$ cat src/tccu_pkg.sv
// Purpose: constants for the timer capture/compare unit
// Assumes: one clk tick per state phase, six phases per machine cycle
// Notes:   register byte address is four times the index below
//
// Operation
// - four 16-bit capture registers load the timer on a selected edge and flag it
// - channel n: bit 2n+1 arms falling edge, bit 2n arms rising edge
// - inputs sampled at first phase; timer copied at end of that cycle
// - capture flags live in the flag register and act as extra external interrupts
// - each timer increment compares the new value with all three compare registers
// - a compare match sets its flag at the end of the following cycle
// - compare 0 match sets port latches whose set-enable bit is one
// - compare 1 match clears port latches whose reset-enable bit is one
// - latches with reset-enable zero are untouched by reset matches
// - each latch's last hardware set or reset is recorded, ignoring software, and reads back in port bits 7..4
// - chip reset clears all three compare registers
// - match-driven latch change reaches the pin at fifth phase of next cycle
// - software port writes appear at the first phase of the next cycle
// - hardware match modification beats a software write in the same cycle
// - simultaneous set and reset of a latch resets it
// - reset-enable bits 3..0 drive pins 5..2; bits 7..4 reserved
// - at 6 MHz overflow period is 65.5, 131, 262 or 524 ms by prescaler
// - mode field: 00 halted, 01 clock div six, 10 test, 11 count pin
// - set-enable bits 3..0 drive pins 5..2 on compare match
// - comparator flags are set in the sixth phase of the cycle after a match
// - compare 2 match only sets a polled flag, never an interrupt request
package tccu_pkg;
	localparam logic [2:0] PH_S1 = 3'h0;
	localparam logic [2:0] PH_S2 = 3'h1;
	localparam logic [2:0] PH_S5 = 3'h4;
	localparam logic [2:0] PH_S6 = 3'h5;

	// register indices; byte address = index * 4
	localparam logic [7:0] IDX_FLAGS    = 8'hc8;
	localparam logic [7:0] IDX_CTRL     = 8'hea;
	localparam logic [7:0] IDX_EDGE_SEL = 8'heb;
	localparam logic [7:0] IDX_SET_EN   = 8'hee;
	localparam logic [7:0] IDX_RST_EN   = 8'hef;
	localparam logic [7:0] IDX_TMR_LO   = 8'ha0;
	localparam logic [7:0] IDX_TMR_HI   = 8'ha1;
	localparam logic [7:0] IDX_CAP_BASE = 8'ha2;
	localparam logic [7:0] IDX_CMP_BASE = 8'haa;
	localparam logic [7:0] IDX_PORT     = 8'hb0;

	// control fields
	localparam int CTRL_WORD_IRQ_SEL = 7;
	localparam int CTRL_BYTE_IRQ_SEL = 6;
	localparam int CTRL_EXT_RST_EN   = 5;
	localparam int CTRL_BYTE_OVF     = 4;
	localparam int CTRL_PRESC_HI     = 3;
	localparam int CTRL_PRESC_LO     = 2;
	localparam int CTRL_MODE_HI      = 1;
	localparam int CTRL_MODE_LO      = 0;

	// flag fields
	localparam int FLG_WORD_OVF = 7;
	localparam int FLG_CMP_BASE = 4;

	localparam logic [1:0] MODE_HALT = 2'h0;
	localparam logic [1:0] MODE_DIV6 = 2'h1;
	localparam logic [1:0] MODE_TEST = 2'h2;
	localparam logic [1:0] MODE_PIN  = 2'h3;

	localparam logic [7:0] CTRL_RESET  = 8'h00;
	localparam logic [7:0] ENABLE_MASK = 8'h0f;

	// overflow periods at a 6 MHz oscillator, in microseconds, per prescaler ratio
	localparam int OVF_US_DIV1 = 65536;
	localparam int OVF_US_DIV8 = 524288;
endpackage

$ cat src/tccu_top.sv
// Purpose: capture/compare logic around a 16-bit timer, with AHB-Lite register access
// Assumes: single-word AHB transfers; inputs synchronous to clk
// Notes:   zero wait states; hrdata is registered at the address phase
//
// Chosen here: the AHB-Lite interface to the registers.
`timescale 1ns/1ps
module tccu_top (
	input  wire logic        clk,
	input  wire logic        rst,
	input  wire logic        hsel,
	input  wire logic [31:0] haddr,
	input  wire logic [1:0]  htrans,
	input  wire logic        hwrite,
	input  wire logic [2:0]  hsize,
	input  wire logic [31:0] hwdata,
	input  wire logic        hready,
	output logic      [31:0] hrdata,
	output logic             hreadyout,
	output logic             hresp,
	input  wire logic [3:0]  capture_in,
	input  wire logic        count_pin,
	input  wire logic        timer_reset_pin,
	output logic      [3:0]  port_pins,
	output logic      [3:0]  capture_irq,
	output logic      [1:0]  compare_irq
);
	import tccu_pkg::*;

	logic [2:0]  phase_reg;
	logic        cyc_end;
	logic        wr_pend_reg;
	logic [7:0]  wr_idx_reg;
	logic [7:0]  wdat;
	logic [31:0] hrdata_reg;
	logic        hready_reg;
	logic [7:0]  ctrl_reg;
	logic [7:0]  edge_sel_reg;
	logic [7:0]  set_en_reg;
	logic [7:0]  rst_en_reg;
	logic [7:0]  flags_reg;
	logic [15:0] timer_reg;
	logic [15:0] cap_reg [4];
	logic [15:0] cmp_reg [3];
	logic [3:0]  cap_smp_reg;
	logic [3:0]  cap_hit_reg;
	logic [3:0]  cap_hit;
	logic        pin_s2_reg;
	logic        pin_s5_reg;
	logic        ext_edge_reg;
	logic        rt_smp_reg;
	logic        timer_clear;
	logic [2:0]  presc_reg;
	logic [2:0]  presc_mask;
	logic        src_tick;
	logic        tick;
	logic        inc_done_reg;
	logic [2:0]  match_reg;
	logic [2:0]  act_reg;
	logic [3:0]  port_reg;
	logic [3:0]  last_set_reg;
	logic [3:0]  sw_mask_reg;
	logic [3:0]  sw_val_reg;
	logic [3:0]  hw_set;
	logic [3:0]  hw_clr;
	logic [7:0]  rd_data;
	logic [7:0]  rd_idx;

	assign cyc_end = (phase_reg == PH_S6);
	assign wdat    = hwdata[7:0];
	assign rd_idx  = haddr[9:2];

	function automatic logic wr_hit(input logic [7:0] idx);
		wr_hit = wr_pend_reg && (wr_idx_reg == idx);
	endfunction

	// ============================================================
	// machine cycle phases
	always_ff @(posedge clk or posedge rst) begin
		if (rst) begin
			phase_reg <= PH_S1;
		end else if (cyc_end) begin
			phase_reg <= PH_S1;
		end else begin
			phase_reg <= phase_reg + 3'h1;
		end
	end

	// ============================================================
	// AHB-Lite slave
	always_ff @(posedge clk or posedge rst) begin
		if (rst) begin
			wr_pend_reg <= 1'b0;
			wr_idx_reg  <= 8'h00;
			hrdata_reg  <= 32'h0000_0000;
			hready_reg  <= 1'b0;
		end else begin
			hready_reg  <= 1'b1;
			wr_pend_reg <= hsel && htrans[1] && hwrite && hready;
			if (hsel && htrans[1] && hready) begin
				wr_idx_reg <= rd_idx;
				if (!hwrite) begin
					hrdata_reg <= {24'h00_0000, rd_data};
				end
			end
		end
	end

	// unmapped indices read as zero and ignore writes
	always_comb begin
		rd_data = 8'h00;
		unique case (rd_idx)
			IDX_FLAGS:       rd_data = flags_reg;
			IDX_CTRL:        rd_data = ctrl_reg;
			IDX_EDGE_SEL:    rd_data = edge_sel_reg;
			IDX_SET_EN:      rd_data = set_en_reg;
			IDX_RST_EN:      rd_data = rst_en_reg;
			IDX_TMR_LO:      rd_data = timer_reg[7:0];
			IDX_TMR_HI:      rd_data = timer_reg[15:8];
			IDX_CAP_BASE:    rd_data = cap_reg[0][7:0];
			IDX_CAP_BASE+8'h1: rd_data = cap_reg[0][15:8];
			IDX_CAP_BASE+8'h2: rd_data = cap_reg[1][7:0];
			IDX_CAP_BASE+8'h3: rd_data = cap_reg[1][15:8];
			IDX_CAP_BASE+8'h4: rd_data = cap_reg[2][7:0];
			IDX_CAP_BASE+8'h5: rd_data = cap_reg[2][15:8];
			IDX_CAP_BASE+8'h6: rd_data = cap_reg[3][7:0];
			IDX_CAP_BASE+8'h7: rd_data = cap_reg[3][15:8];
			IDX_CMP_BASE:      rd_data = cmp_reg[0][7:0];
			IDX_CMP_BASE+8'h1: rd_data = cmp_reg[0][15:8];
			IDX_CMP_BASE+8'h2: rd_data = cmp_reg[1][7:0];
			IDX_CMP_BASE+8'h3: rd_data = cmp_reg[1][15:8];
			IDX_CMP_BASE+8'h4: rd_data = cmp_reg[2][7:0];
			IDX_CMP_BASE+8'h5: rd_data = cmp_reg[2][15:8];
			IDX_PORT:        rd_data = {last_set_reg, port_reg};
			default:         rd_data = 8'h00;
		endcase
	end

	// ============================================================
	// configuration registers
	always_ff @(posedge clk or posedge rst) begin
		if (rst) begin
			edge_sel_reg <= CTRL_RESET;
			set_en_reg   <= CTRL_RESET;
			rst_en_reg   <= CTRL_RESET;
		end else begin
			if (wr_hit(IDX_EDGE_SEL)) begin
				edge_sel_reg <= wdat;
			end
			if (wr_hit(IDX_SET_EN)) begin
				set_en_reg <= wdat & ENABLE_MASK;
			end
			if (wr_hit(IDX_RST_EN)) begin
				rst_en_reg <= wdat & ENABLE_MASK;
			end
		end
	end

	// byte overflow flag sits in control; a set in the clearing cycle survives
	always_ff @(posedge clk or posedge rst) begin
		if (rst) begin
			ctrl_reg <= CTRL_RESET;
		end else if (wr_hit(IDX_CTRL)) begin
			ctrl_reg <= wdat;
			if (tick && cyc_end && (timer_reg[7:0] == 8'hff)) begin
				ctrl_reg[CTRL_BYTE_OVF] <= 1'b1;
			end
		end else if (tick && cyc_end && (timer_reg[7:0] == 8'hff)) begin
			ctrl_reg[CTRL_BYTE_OVF] <= 1'b1;
		end
	end

	// ============================================================
	// timer source, prescaler and counter
	always_ff @(posedge clk or posedge rst) begin
		if (rst) begin
			pin_s2_reg   <= 1'b0;
			pin_s5_reg   <= 1'b0;
			ext_edge_reg <= 1'b0;
			rt_smp_reg   <= 1'b0;
		end else begin
			if (phase_reg == PH_S2) begin
				pin_s2_reg <= count_pin;
				if (count_pin && !pin_s5_reg) begin
					ext_edge_reg <= 1'b1;
				end
			end
			if (phase_reg == PH_S5) begin
				pin_s5_reg <= count_pin;
				if (count_pin && !pin_s2_reg) begin
					ext_edge_reg <= 1'b1;
				end
			end
			if (cyc_end) begin
				ext_edge_reg <= 1'b0;
			end
			if (phase_reg == PH_S1) begin
				rt_smp_reg <= timer_reset_pin;
			end
		end
	end

	assign timer_clear = ctrl_reg[CTRL_EXT_RST_EN] && (phase_reg == PH_S1) && timer_reset_pin && !rt_smp_reg;

	always_comb begin
		unique case (ctrl_reg[CTRL_MODE_HI:CTRL_MODE_LO])
			MODE_DIV6: src_tick = 1'b1;
			MODE_PIN:  src_tick = ext_edge_reg;
			MODE_HALT: src_tick = 1'b0;
			MODE_TEST: src_tick = 1'b0;
		endcase
	end

	// ratio 1, 2, 4 or 8 sets the overflow period in multiples of OVF_US_DIV1
	assign presc_mask = {ctrl_reg[CTRL_PRESC_HI] && ctrl_reg[CTRL_PRESC_LO],
		ctrl_reg[CTRL_PRESC_HI], ctrl_reg[CTRL_PRESC_HI] || ctrl_reg[CTRL_PRESC_LO]};
	assign tick = src_tick && ((presc_reg & presc_mask) == presc_mask);

	always_ff @(posedge clk or posedge rst) begin
		if (rst) begin
			presc_reg <= 3'h0;
		end else if (timer_clear || (wr_hit(IDX_CTRL) && (wdat[3:0] != ctrl_reg[3:0]))) begin
			presc_reg <= 3'h0;
		end else if (cyc_end && src_tick) begin
			presc_reg <= (presc_reg + 3'h1) & presc_mask;
		end
	end

	always_ff @(posedge clk or posedge rst) begin
		if (rst) begin
			timer_reg    <= 16'h0000;
			inc_done_reg <= 1'b0;
		end else begin
			if (timer_clear) begin
				timer_reg <= 16'h0000;
			end else if (cyc_end && tick) begin
				timer_reg <= timer_reg + 16'h0001;
			end
			if (cyc_end) begin
				inc_done_reg <= tick;
			end
		end
	end

	// ============================================================
	// capture channels
	generate
		for (genvar n = 0; n < 4; n++) begin : g_cap
			// a channel with both select bits clear never hits
			assign cap_hit[n] = (edge_sel_reg[2*n] && capture_in[n] && !cap_smp_reg[n]) ||
				(edge_sel_reg[2*n+1] && !capture_in[n] && cap_smp_reg[n]);

			always_ff @(posedge clk or posedge rst) begin
				if (rst) begin
					cap_smp_reg[n] <= 1'b0;
					cap_hit_reg[n] <= 1'b0;
					cap_reg[n]     <= 16'h0000;
				end else begin
					if (phase_reg == PH_S1) begin
						cap_smp_reg[n] <= capture_in[n];
						cap_hit_reg[n] <= cap_hit[n];
					end
					if (cyc_end && cap_hit_reg[n]) begin
						cap_reg[n] <= timer_reg;
					end
				end
			end
		end
	endgenerate

	// ============================================================
	// compare channels
	generate
		for (genvar m = 0; m < 3; m++) begin : g_cmp
			always_ff @(posedge clk or posedge rst) begin
				if (rst) begin
					cmp_reg[m] <= 16'h0000;
				end else begin
					if (wr_hit(IDX_CMP_BASE + 8'(2*m))) begin
						cmp_reg[m][7:0] <= wdat;
					end
					if (wr_hit(IDX_CMP_BASE + 8'(2*m+1))) begin
						cmp_reg[m][15:8] <= wdat;
					end
				end
			end
		end
	endgenerate

	// match cycle follows the increment; action lands in the cycle after that
	always_ff @(posedge clk or posedge rst) begin
		if (rst) begin
			match_reg <= 3'h0;
			act_reg   <= 3'h0;
		end else begin
			if (phase_reg == PH_S1 && inc_done_reg) begin
				match_reg <= {timer_reg == cmp_reg[2], timer_reg == cmp_reg[1],
					timer_reg == cmp_reg[0]};
			end
			if (cyc_end) begin
				act_reg   <= match_reg;
				match_reg <= 3'h0;
			end
		end
	end

	// ============================================================
	// flags: hardware set wins over a software write in the same cycle
	always_ff @(posedge clk or posedge rst) begin
		if (rst) begin
			flags_reg <= 8'h00;
		end else begin
			if (wr_hit(IDX_FLAGS)) begin
				flags_reg <= wdat;
			end
			if (cyc_end) begin
				for (int i = 0; i < 4; i++) begin
					if (cap_hit_reg[i]) begin
						flags_reg[i] <= 1'b1;
					end
				end
				for (int j = 0; j < 3; j++) begin
					if (act_reg[j]) begin
						flags_reg[FLG_CMP_BASE + j] <= 1'b1;
					end
				end
				if (tick && (timer_reg == 16'hffff)) begin
					flags_reg[FLG_WORD_OVF] <= 1'b1;
				end
			end
		end
	end

	// ============================================================
	// port latches
	assign hw_clr = act_reg[1] ? rst_en_reg[3:0] : 4'h0;
	assign hw_set = act_reg[0] ? (set_en_reg[3:0] & ~hw_clr) : 4'h0;

	always_ff @(posedge clk or posedge rst) begin
		if (rst) begin
			port_reg     <= 4'h0;
			last_set_reg <= 4'h0;
			sw_mask_reg  <= 4'h0;
			sw_val_reg   <= 4'h0;
		end else begin
			if (wr_hit(IDX_PORT)) begin
				sw_mask_reg <= 4'hf;
				sw_val_reg  <= wdat[3:0];
			end
			if (phase_reg == PH_S1) begin
				port_reg    <= (port_reg & ~sw_mask_reg) | (sw_val_reg & sw_mask_reg);
				sw_mask_reg <= wr_hit(IDX_PORT) ? 4'hf : 4'h0;
			end
			if (phase_reg == PH_S5) begin
				port_reg <= (port_reg | hw_set) & ~hw_clr;
				// software changes pending on touched bits are discarded
				sw_mask_reg <= (wr_hit(IDX_PORT) ? 4'hf : sw_mask_reg) & ~(hw_set | hw_clr);
				// sequence memory ignores software; it records which latches were last set by hardware
				last_set_reg <= (last_set_reg | hw_set) & ~hw_clr;
			end
		end
	end

	// ============================================================
	// outputs
	assign hrdata      = hrdata_reg;
	assign hreadyout   = hready_reg;
	assign hresp       = 1'b0;
	assign port_pins   = port_reg;
	assign capture_irq = flags_reg[3:0];
	assign compare_irq = flags_reg[FLG_CMP_BASE+1:FLG_CMP_BASE];
endmodule

$ cat config.mk
export PLATFORM = sky130hd
export DESIGN_NAME = tccu_top
export DESIGN_NICKNAME = d
export VERILOG_FILES = /design/src/tccu_pkg.sv /design/src/tccu_top.sv
export SDC_FILE = /design/constraint.sdc
export NUM_CORES = 1
export LEC_CHECK = 0
export ABC_CLOCK_PERIOD_IN_PS = 11600
export BUFFER_PORTS_ARGS = -buffer_cell sky130_fd_sc_hd__buf_4
export CAP_MARGIN = 20
export CORE_MARGIN = 1.5
export CORE_UTILIZATION = 45
export CTS_BUF_LIST = sky130_fd_sc_hd__clkbuf_8
export CTS_CLUSTER_SIZE = 24
export DETAILED_ROUTE_END_ITERATION = 12
export SYNTH_ARGS = -nofsm -noshare
export SYNTH_HDL_FRONTEND = slang
export SYNTH_SLANG_ARGS = --single-unit
$ cat constraint.sdc
create_clock -name clk -period 11.6 [get_ports clk]
set_input_delay 2.32 -clock clk [delete_from_list [all_inputs] [get_ports clk]]
set_output_delay 2.32 -clock clk [all_outputs]
set_load 0.03 [all_outputs]
==> results of run 1 <==
## cell type report
class / instances / area (µm²)
Multi-Input combinational cell: 752 / 5580
Fill cell: 2336 / 12400
Timing Repair Buffer: 58 / 467
Clock buffer: 50 / 688
Inverter: 12 / 52.6
Clock inverter: 17 / 93.8
Tap cell: 330 / 413
Sequential cell: 219 / 5480
## kinds of logic (layout without fill, tap and decap cells)
family,after synthesis,count (layout),share of synthesized area (%)
AND/OR/NAND/NOR,288,288,13.7
flip-flops,219,219,47.4
AO/OA/AOI/OAI,192,192,11.1
multiplexers,189,189,18.2
buffers and inverters,117,137,5.14
XOR/XNOR,55,55,4.17
adder cells (fa/ha/maj),2,2,0.216
other,2,26,0.0649
## layout by cell type (no fill, tap or decap), drive strengths merged, types with 34 or more instances in the layout
cell type and instances:
clkbuf 50, mux2 160, buf 58, nand3 39
dfrtp 219, nor2 39, nand4 34, nand2 76
xnor2 48, o21ai 47
## layer usage
metal,track usage (%),wire length (µm)
met1,40.0,15800
met2,41.4,15900
met3,7.01,3530
met4,10.7,1390
met5,0,13
## critical path, stage by stage
cell and delay, ps:
buf_4 440, nor2b_2 660, buf_4 280, nand2_1 150, o21ai_0 330, o21ai_0 140, a311oi_1 270
## power groups by stage
stage	Sequential [mW]	Combinational (mW)	Clock, mW
detailed placement	0.949	0.247	0
CTS	0.936	0.248	0.742
global route	0.947	0.271	0.778
global placement	0.945	0.242	0
finish	0.938	0.249	0.728
floorplan	0.893	0.214	0
## per-stage QoR
stage | instances | area, µm² | setup slack [ps] | util, %
after floorplan | 1088 | 11700 | 3290 | -
after global placement | 1368 | 11900 | 6770 | 47.4
after detailed placement | 1370 | 12000 | 6770 | 47.6
after CTS | 1437 | 12800 | 7320 | 50.7
after global routing | 1438 | 12800 | 7070 | 50.7
final | 1438 | 12800 | 7430 | 50.7
## path summary, 6_finish.rpt
kind / cells past startpoint / start / slack [ps] / endpoint
worst max-delay path: 7 / haddr[5] / 7430 / hrdata[3]
worst min-delay path: 2 / cap_reg[63] / 490 / cap_reg[63]
worst max register to register: 5 / phase_reg[2] / 8560 / flags_reg[7]
worst min register to register: 2 / cap_reg[63] / 490 / cap_reg[63]
max in group asynchronous: 4 / rst / 7470 / cap_reg[13]
min in group asynchronous: 2 / rst / 1840 / hreadyout
## Yosys cell counts, drive strengths merged (5+ instances only)
library cell	count	area, µm²
nand4	34	228
o21ai	47	235
nand2b	9	56.3
mux2i	28	280
a22oi	11	82.6
mux2	160	1800
nor3b	6	50.1
nor4	9	62.6
inv	12	45.0
a32oi	7	61.3
nor2	39	146
a21oi	31	155
a311oi	7	61.3
nand3	39	195
or3	8	50.1
o22ai	10	62.6
o31ai	8	60.1
and3	9	61.3
nor3	7	40.0
or4	8	60.1
dfrtp	219	5480
nand3b	10	75.1
buf	58	373
nor2b	12	75.1
xor2	7	61.3
xnor2	48	420
nand2	76	285
clkbuf	47	176
o2bb2ai	5	43.8
a31oi	24	150
==> flow_metrics.tcl, run 1 <==
set metrics [dict create \
    rows 58 \
    insertion_delay_ps 540 \
    ctsHoldBuffers 0 \
    dieWidth_um 163 \
    syn-cell-area_um2 11600 \
    power.total_mw 1.91 \
    grt_antenna_before_repair 1 \
    fin_nets 1165 \
    p_leak_nw 5.33 \
    ys_async_sr_fraction_pct 100 \
    arrival_ps 4610 \
    required_ps 12040 \
    endpoint_kind "flip-flop" \
    setup_viol_count_final 0 \
    dr_total_vias 8968 \
    viasPerCell 6.24 \
    drc 0 \
    cts_buffer_depth 3 \
    comb_power_share_pct 13.0 \
    skew_ps 22.0 \
    grt_first_pass_wirelength_mm 55.2 \
    ys_warn_count 0 \
    p_clk_share_pct 38.0 \
    finalWirelength_mm 36.7 \
    die_height_um 163 \
    ir_drop_mv 0.0672 \
    drt_first_pass_iters 5 \
    grt_max_degree 78 \
    switchingPower_mw 0.551 \
    seq_area_frac_synth_pct 47.4 \
    htree_levels 2 \
    cellPowerDensity_nw_per_um2 150 \
    cts_root_buf "clkbuf_8" \
    avgRoutedWirePerCell_um 25.5 \
    synthFlopType "dfrtp_1" \
    maxCapViolations 0 \
    ys_ff_latch 219 \
    whs_ps 485 \
    ant_nets 0 \
    fp.coreArea_um2 25200 \
    largest_reg_flops 64 \
    cts_tree "built" \
    start_util_pct 45.9 \
    cts_buffers 40 \
    power.share.switching_pct 28.8 \
    place_congestion 0.913 \
    cellInternalPower_mw 1.36 \
    drt_iter0_drc 745 \
    dp_hpwl_mm 24.1 \
    min_period_ps 4170 \
    drv_slew 0 \
    rsz0062_at_grt "no" \
    synth-edff-count 0 \
    grt.overflow.total 0 \
    ioPinCount 124 \
    grt_use_total_pct 28.2 \
    grt_pass1_vias 8656 \
    critPathLaunchType "input port" \
    antenna_cells 0 \
    tns_ps 0 \
    relSlewSlack_pct 22.8 \
    drive_gt1_share_pct 25.4 \
    period_share_pct 35.9 \
    cts-resized-gates 0 \
    area.growth.synth_to_final_pct 10.5 \
    worstMarginPinSlew_ps 1150 \
    path_max_fanout 37 \
    synth_cells 1064 \
    clock_sinks 219 \
    syn_avg_cell_area_um2 10.9 \
    port_buffers 46 \
    crit_type "input port to flip-flop" \
    postCtsSetupRepairBufs 0 \
    max_clock_freq_mhz 240 \
    yosysUniqueCellTypes 76 \
    dieArea_um2 26700 \
    hold_class "flip-flop to flip-flop" \
    hold_viol 0 \
    clkTransAtPathRegs_ps 60 \
    run_status "finished clean" \
    power_frac_seq_pct 49.0 \
]
(Power assumes the default switching activity.)
==> run 2, diff against run 1 <==
--- a/config.mk
+++ b/config.mk
@@ -5,7 +5,7 @@
 export SDC_FILE = /design/constraint.sdc
 export NUM_CORES = 1
 export LEC_CHECK = 0
-export ABC_CLOCK_PERIOD_IN_PS = 11600
+export ABC_CLOCK_PERIOD_IN_PS = 4200
 export BUFFER_PORTS_ARGS = -buffer_cell sky130_fd_sc_hd__buf_4
 export CAP_MARGIN = 20
 export CORE_MARGIN = 1.5
==> constraint.sdc (replaced) <==
create_clock -name clk -period 4.2 [get_ports clk]
set_input_delay 0.84 -clock clk [delete_from_list [all_inputs] [get_ports clk]]
set_output_delay 0.84 -clock clk [all_outputs]
set_load 0.03 [all_outputs]
==> flow_metrics.tcl, run 2 (same netlist as run 1, synthesis figures left out) <==
set metrics [dict create \
    run_status "finished clean" \
    fp.coreArea_um2 25200 \
    critPathLaunchType "flip-flop" \
    clkTransAtPathRegs_ps 60 \
    hold_end "flags_reg[6]" \
    switchingPower_mw 1.50 \
    power_frac_seq_pct 49.8 \
    dp_slack_ps 1140 \
    layout_commonest_cell "dfrtp_1" \
    maxCapViolations 0 \
    antenna_cells 0 \
    insertion_delay_ps 540 \
    tns_ps 0 \
    power.share.switching_pct 28.9 \
    setup_viol_count_final 0 \
    p_leak_nw 5.32 \
    dr_total_vias 8918 \
    port_buffers 46 \
    rows 58 \
    dieArea_um2 26700 \
    hold_class "flip-flop to flip-flop" \
    regToRegSetupSlack_ps 1440 \
    reg2reg_from "wr_idx_reg[6]" \
    clock_sinks 219 \
    dp_hpwl_mm 24.1 \
    setup_slack_ps 1440 \
    largest_reg_flops 64 \
    grt_antenna_before_repair 0 \
    avgRoutedWirePerCell_um 25.2 \
    fin_nets 1171 \
    grt_first_pass_wirelength_mm 54.6 \
    grt.overflow.total 0 \
    path_buf_inv 0 \
    worst_path_max_delay_cell "nor2_1" \
    grt_pass1_vias 8799 \
    relSlewSlack_pct 21.2 \
    path_max_fanout 8 \
    drive_gt1_share_pct 25.5 \
    rr_endpoint "cmp_reg[10]" \
    cp_cell_sequence "nand2b_1 > nor3_1 > nand3_1 > nor2_1 > mux2_2" \
    comb_power_share_pct 13.4 \
    cellPowerDensity_nw_per_um2 407 \
    place_congestion 0.890 \
    drt_iter0_drc 891 \
    ant_nets 0 \
    cts_buffers 39 \
    hp-start "act_reg[2]" \
    final_cell_mix "219 x dfrtp_1, 157 x mux2_2, 76 x nand2_1, 64 x buf_4, 49 x clkbuf_8" \
    whs_ps 478 \
    drc 0 \
    dieWidth_um 163 \
    drv_slew 0 \
    cp_top_family "simple AND/OR/NAND/NOR gates" \
    crit_type "flip-flop to flip-flop" \
    ff2ff_path_depth 5 \
    postCtsSetupRepairBufs 0 \
    area.growth.synth_to_final_pct 10.3 \
    ctsHoldBuffers 0 \
    cts_buffer_depth 3 \
    drt_first_pass_iters 5 \
    rsz0062_at_grt "no" \
    skew_ps 16.0 \
    grt_max_degree 155 \
    htree_levels 2 \
    ioPinCount 124 \
    cts_tree "built" \
    cts_root_buf "clkbuf_8" \
    period_share_pct 65.7 \
    min_path_cells 2 \
    ir_drop_mv 0.252 \
    finalWirelength_mm 36.3 \
    max_clock_freq_mhz 363 \
    worstMarginPinSlew_ps 1180 \
    cellInternalPower_mw 3.69 \
    min_period_ps 2760 \
    p_clk_share_pct 36.8 \
    die_height_um 163 \
    viasPerCell 6.18 \
    required_ps 4610 \
    hold_viol 0 \
    arrival_ps 3170 \
    max_stage_delay_ps 950 \
    start_util_pct 45.9 \
    endpoint_kind "flip-flop" \
    grt_use_total_pct 27.8 \
    cts-resized-gates 0 \
]
## run 2: metal layers
layer  track usage, %  wire length [µm]  up-vias  share of wire [%]
li1                 -                 -     3922                  -
met1             39.3             15900     4508                 44
met2             41.5             15900      422                 44
met3             6.88              3540       66                9.8
met4             9.67               993        0                2.7
met5                0                 0        -                  0
## run 2: through the flow
stage	power (mW)	cells	util, %	area [µm²]
2_1_floorplan	3.06	1088	-	11700
3_3_place_gp	3.28	1378	47.7	12000
3_5_place_dp	3.30	1378	47.7	12000
4_1_cts	5.22	1443	50.7	12800
5_1_grt	5.41	1443	50.7	12800
6_report	5.19	1443	50.7	12800
## run 2: area by class of cell
| class | instances | area (µm²) |
|---|---|---|
| clock buffers | 49 | 674 |
| clock inverters | 16 | 62.6 |
| fillers | 2320 | 12400 |
| inverters | 12 | 48.8 |
| multi-input cells | 752 | 5580 |
| flip-flops and latches | 219 | 5480 |
| well taps | 330 | 413 |
| repair buffers | 65 | 500 |
## run 2: power groups by stage
stage	Sequential (mW)	Combinational [mW]	Clock [mW]
after floorplan	2.47	0.593	0
after global placement	2.60	0.676	0
after detailed placement	2.62	0.688	0
after CTS	2.58	0.690	1.95
after global routing	2.61	0.755	2.05
final	2.58	0.693	1.91
## run 2: worst max path at each step
stage,start,endpoint,slack (ps),depth (start not counted)
after global placement,haddr[2],hrdata[3],1120,5
after detailed placement,haddr[2],hrdata[3],1140,5
final,wr_idx_reg[6],cmp_reg[10],1440,5
after global routing,phase_reg[2],flags_reg[7],1350,6
after floorplan,rst,asynchronous set/reset pin,510,1
after CTS,phase_reg[2],flags_reg[7],1570,6
## run 2: worst reg2reg max path, delay by kind of cell (launching register included)
kind	cells	cell delay, ps
DFF	1	400
muxes	1	430
and+or+nand+nor	4	1820
==> run 3, diff against run 2 <==
--- a/config.mk
+++ b/config.mk
@@ -5,7 +5,7 @@
 export SDC_FILE = /design/constraint.sdc
 export NUM_CORES = 1
 export LEC_CHECK = 0
-export ABC_CLOCK_PERIOD_IN_PS = 4200
+export ABC_CLOCK_PERIOD_IN_PS = 2450
 export BUFFER_PORTS_ARGS = -buffer_cell sky130_fd_sc_hd__buf_4
 export CAP_MARGIN = 20
 export CORE_MARGIN = 1.5
@@ -13,6 +13,7 @@
 export CTS_BUF_LIST = sky130_fd_sc_hd__clkbuf_8
 export CTS_CLUSTER_SIZE = 24
 export DETAILED_ROUTE_END_ITERATION = 12
+export PLACE_DENSITY = 0.66
 export SYNTH_ARGS = -nofsm -noshare
 export SYNTH_HDL_FRONTEND = slang
 export SYNTH_SLANG_ARGS = --single-unit
==> constraint.sdc (replaced) <==
create_clock -name clk -period 2.45 [get_ports clk]
set_input_delay 0.49 -clock clk [delete_from_list [all_inputs] [get_ports clk]]
set_output_delay 0.49 -clock clk [all_outputs]
set_load 0.03 [all_outputs]
==> flow_metrics.tcl, run 3 (same netlist as run 1, synthesis figures left out) <==
set metrics [dict create \
    final_cell_mix "219 x dfrtp_1, 157 x mux2_2, 123 x buf_4, 76 x nand2_1, 51 x clkbuf_8" \
    htree_levels 2 \
    required_ps 2920 \
    cellPowerDensity_nw_per_um2 688 \
    run_status "finished clean" \
    skew_ps 12.9 \
    arrival_ps 2610 \
    viasPerCell 6.18 \
    insertion_delay_ps 540 \
    reg2reg_from "phase_reg[1]" \
    dp_hpwl_mm 26.2 \
    rr_endpoint "flags_reg[7]" \
    dp_cells 1439 \
    hold_viol 0 \
    instances_no_fill 1508 \
    drt_iter0_drc 978 \
    maxCapViolations 0 \
    ant_nets 0 \
    top_usage_layer "met2" \
    fp.coreArea_um2 25200 \
    grt_use_total_pct 28.8 \
    setup_viol_count_final 0 \
    cts_buffer_depth 3 \
    port_buffers 46 \
    grt_first_pass_wirelength_mm 56.7 \
    largest_reg_flops 64 \
    placed_cell_area_um2 12500 \
    max_clock_freq_mhz 468 \
    area.growth.synth_to_final_pct 14.9 \
    finalInstanceArea_um2 13300 \
    worstMarginPinSlew_ps 716 \
    drv_slew 0 \
    gr-usage-met2_pct 43.8 \
    critPathLaunchType "flip-flop" \
    regToRegSetupSlack_ps 310 \
    clkTransAtPathRegs_ps 60 \
    min_period_ps 2140 \
    rsz0062_at_grt "no" \
    dieWidth_um 163 \
    die_height_um 163 \
    grt_antenna_before_repair 3 \
    finalWirelength_mm 37.1 \
    drive_gt1_share_pct 29.6 \
    path_max_fanout 22 \
    dr_total_vias 9312 \
    cts_buffers 40 \
    drt_first_pass_iters 6 \
    crit_end "flags_reg[7]" \
    grt_pass1_vias 9129 \
    grt_max_degree 104 \
    clock_sinks 219 \
    drc 0 \
    layout_commonest_cell "dfrtp_1" \
    place_congestion 0.896 \
    p_leak_nw 5.65 \
    period_share_pct 87.2 \
    endpoint_kind "flip-flop" \
    fin_nets 1234 \
    avgRoutedWirePerCell_um 24.6 \
    ff2ff_path_depth 5 \
    hold_class "input port to flip-flop" \
    start_util_pct 45.9 \
    relSlewSlack_pct 52.3 \
    grt.overflow.total 0 \
    cts_tree "built" \
    rows 58 \
    grt_use_met1_pct 40.3 \
    grt_util_met3_pct 6.91 \
    dieArea_um2 26700 \
    critPathLaunch "phase_reg[1]" \
    ir_drop_mv 0.337 \
    crit_type "flip-flop to flip-flop" \
    cts_root_buf "clkbuf_8" \
    postCtsSetupRepairBufs 0 \
    ioPinCount 124 \
]
[run 3: cell types whose count changed in the layout (fill, tap and decap cells not counted), sizes merged]
cell and change:
buf +61, clkbuf +2, clkinv -1, clkinvlp +2
diode +1, dlygate4sd3 +1, inv -1
[run 3: critical path, stage by stage, from the launching register on]
cell     delay, ps
dfrtp_1        440
and3b_1        320
and3_4         260
nand4_4        250
or4_1          630
o21ai_1        150
[run 3: how the worst min path moves through the flow]
stage	start	cells after the start	slack (ps)	to
finish	hwrite	3	190	wr_pend_reg
global route	capture_in[1]	2	180	cap_smp_reg[1]
CTS	capture_in[1]	2	180	cap_smp_reg[1]
detailed placement	rst	2	420	edge_sel_reg[5]
global placement	rst	2	420	edge_sel_reg[5]
floorplan	act_reg[2]	2	430	flags_reg[6]
[run 3: cell type report]
type / count / area (µm²)
clock buffers: 51 / 702
inverters: 12 / 48.8
multi-input cells: 752 / 5580
clock inverters: 16 / 68.8
diodes: 1 / 2.50
well taps: 330 / 413
fillers: 2232 / 11900
flip-flops and latches: 219 / 5480
repair buffers: 127 / 993
[run 3: layer usage]
layer | wire (µm) | vias up | part of all wire, %
met5 | 0 | - | 0
met4 | 1120 | 0 | 3.0
met3 | 4020 | 76 | 11
met2 | 16300 | 515 | 44
met1 | 15600 | 4667 | 42
li1 | - | 4054 | -
[run 3: timing repair]
item | CTS | global route
hold buffers | 1 | 0
resized for setup | 0 | 0
endpoints found under the hold margin | 1 | 0
[run 3: report_power, final]
part	internal [mW]	switching [mW]	leakage (nW)	total [mW]
Sequential	3.99	0.347	2.75	4.34
Clock	1.85	1.54	0.440	3.39
Combinational	0.634	0.777	2.46	1.41
[run 3: through the flow]
step	TNS (ps)	utilization [%]	hold slack [ps]	total power, mW	setup WS [ps]
final	0	52.8	190	9.15	313
after floorplan	-195810	-	435	5.24	-894
after CTS	0	52.8	176	9.16	345
after global placement	0	49.7	421	5.74	167
after detailed placement	0	49.7	422	5.78	181
after global routing	0	52.8	181	9.53	229
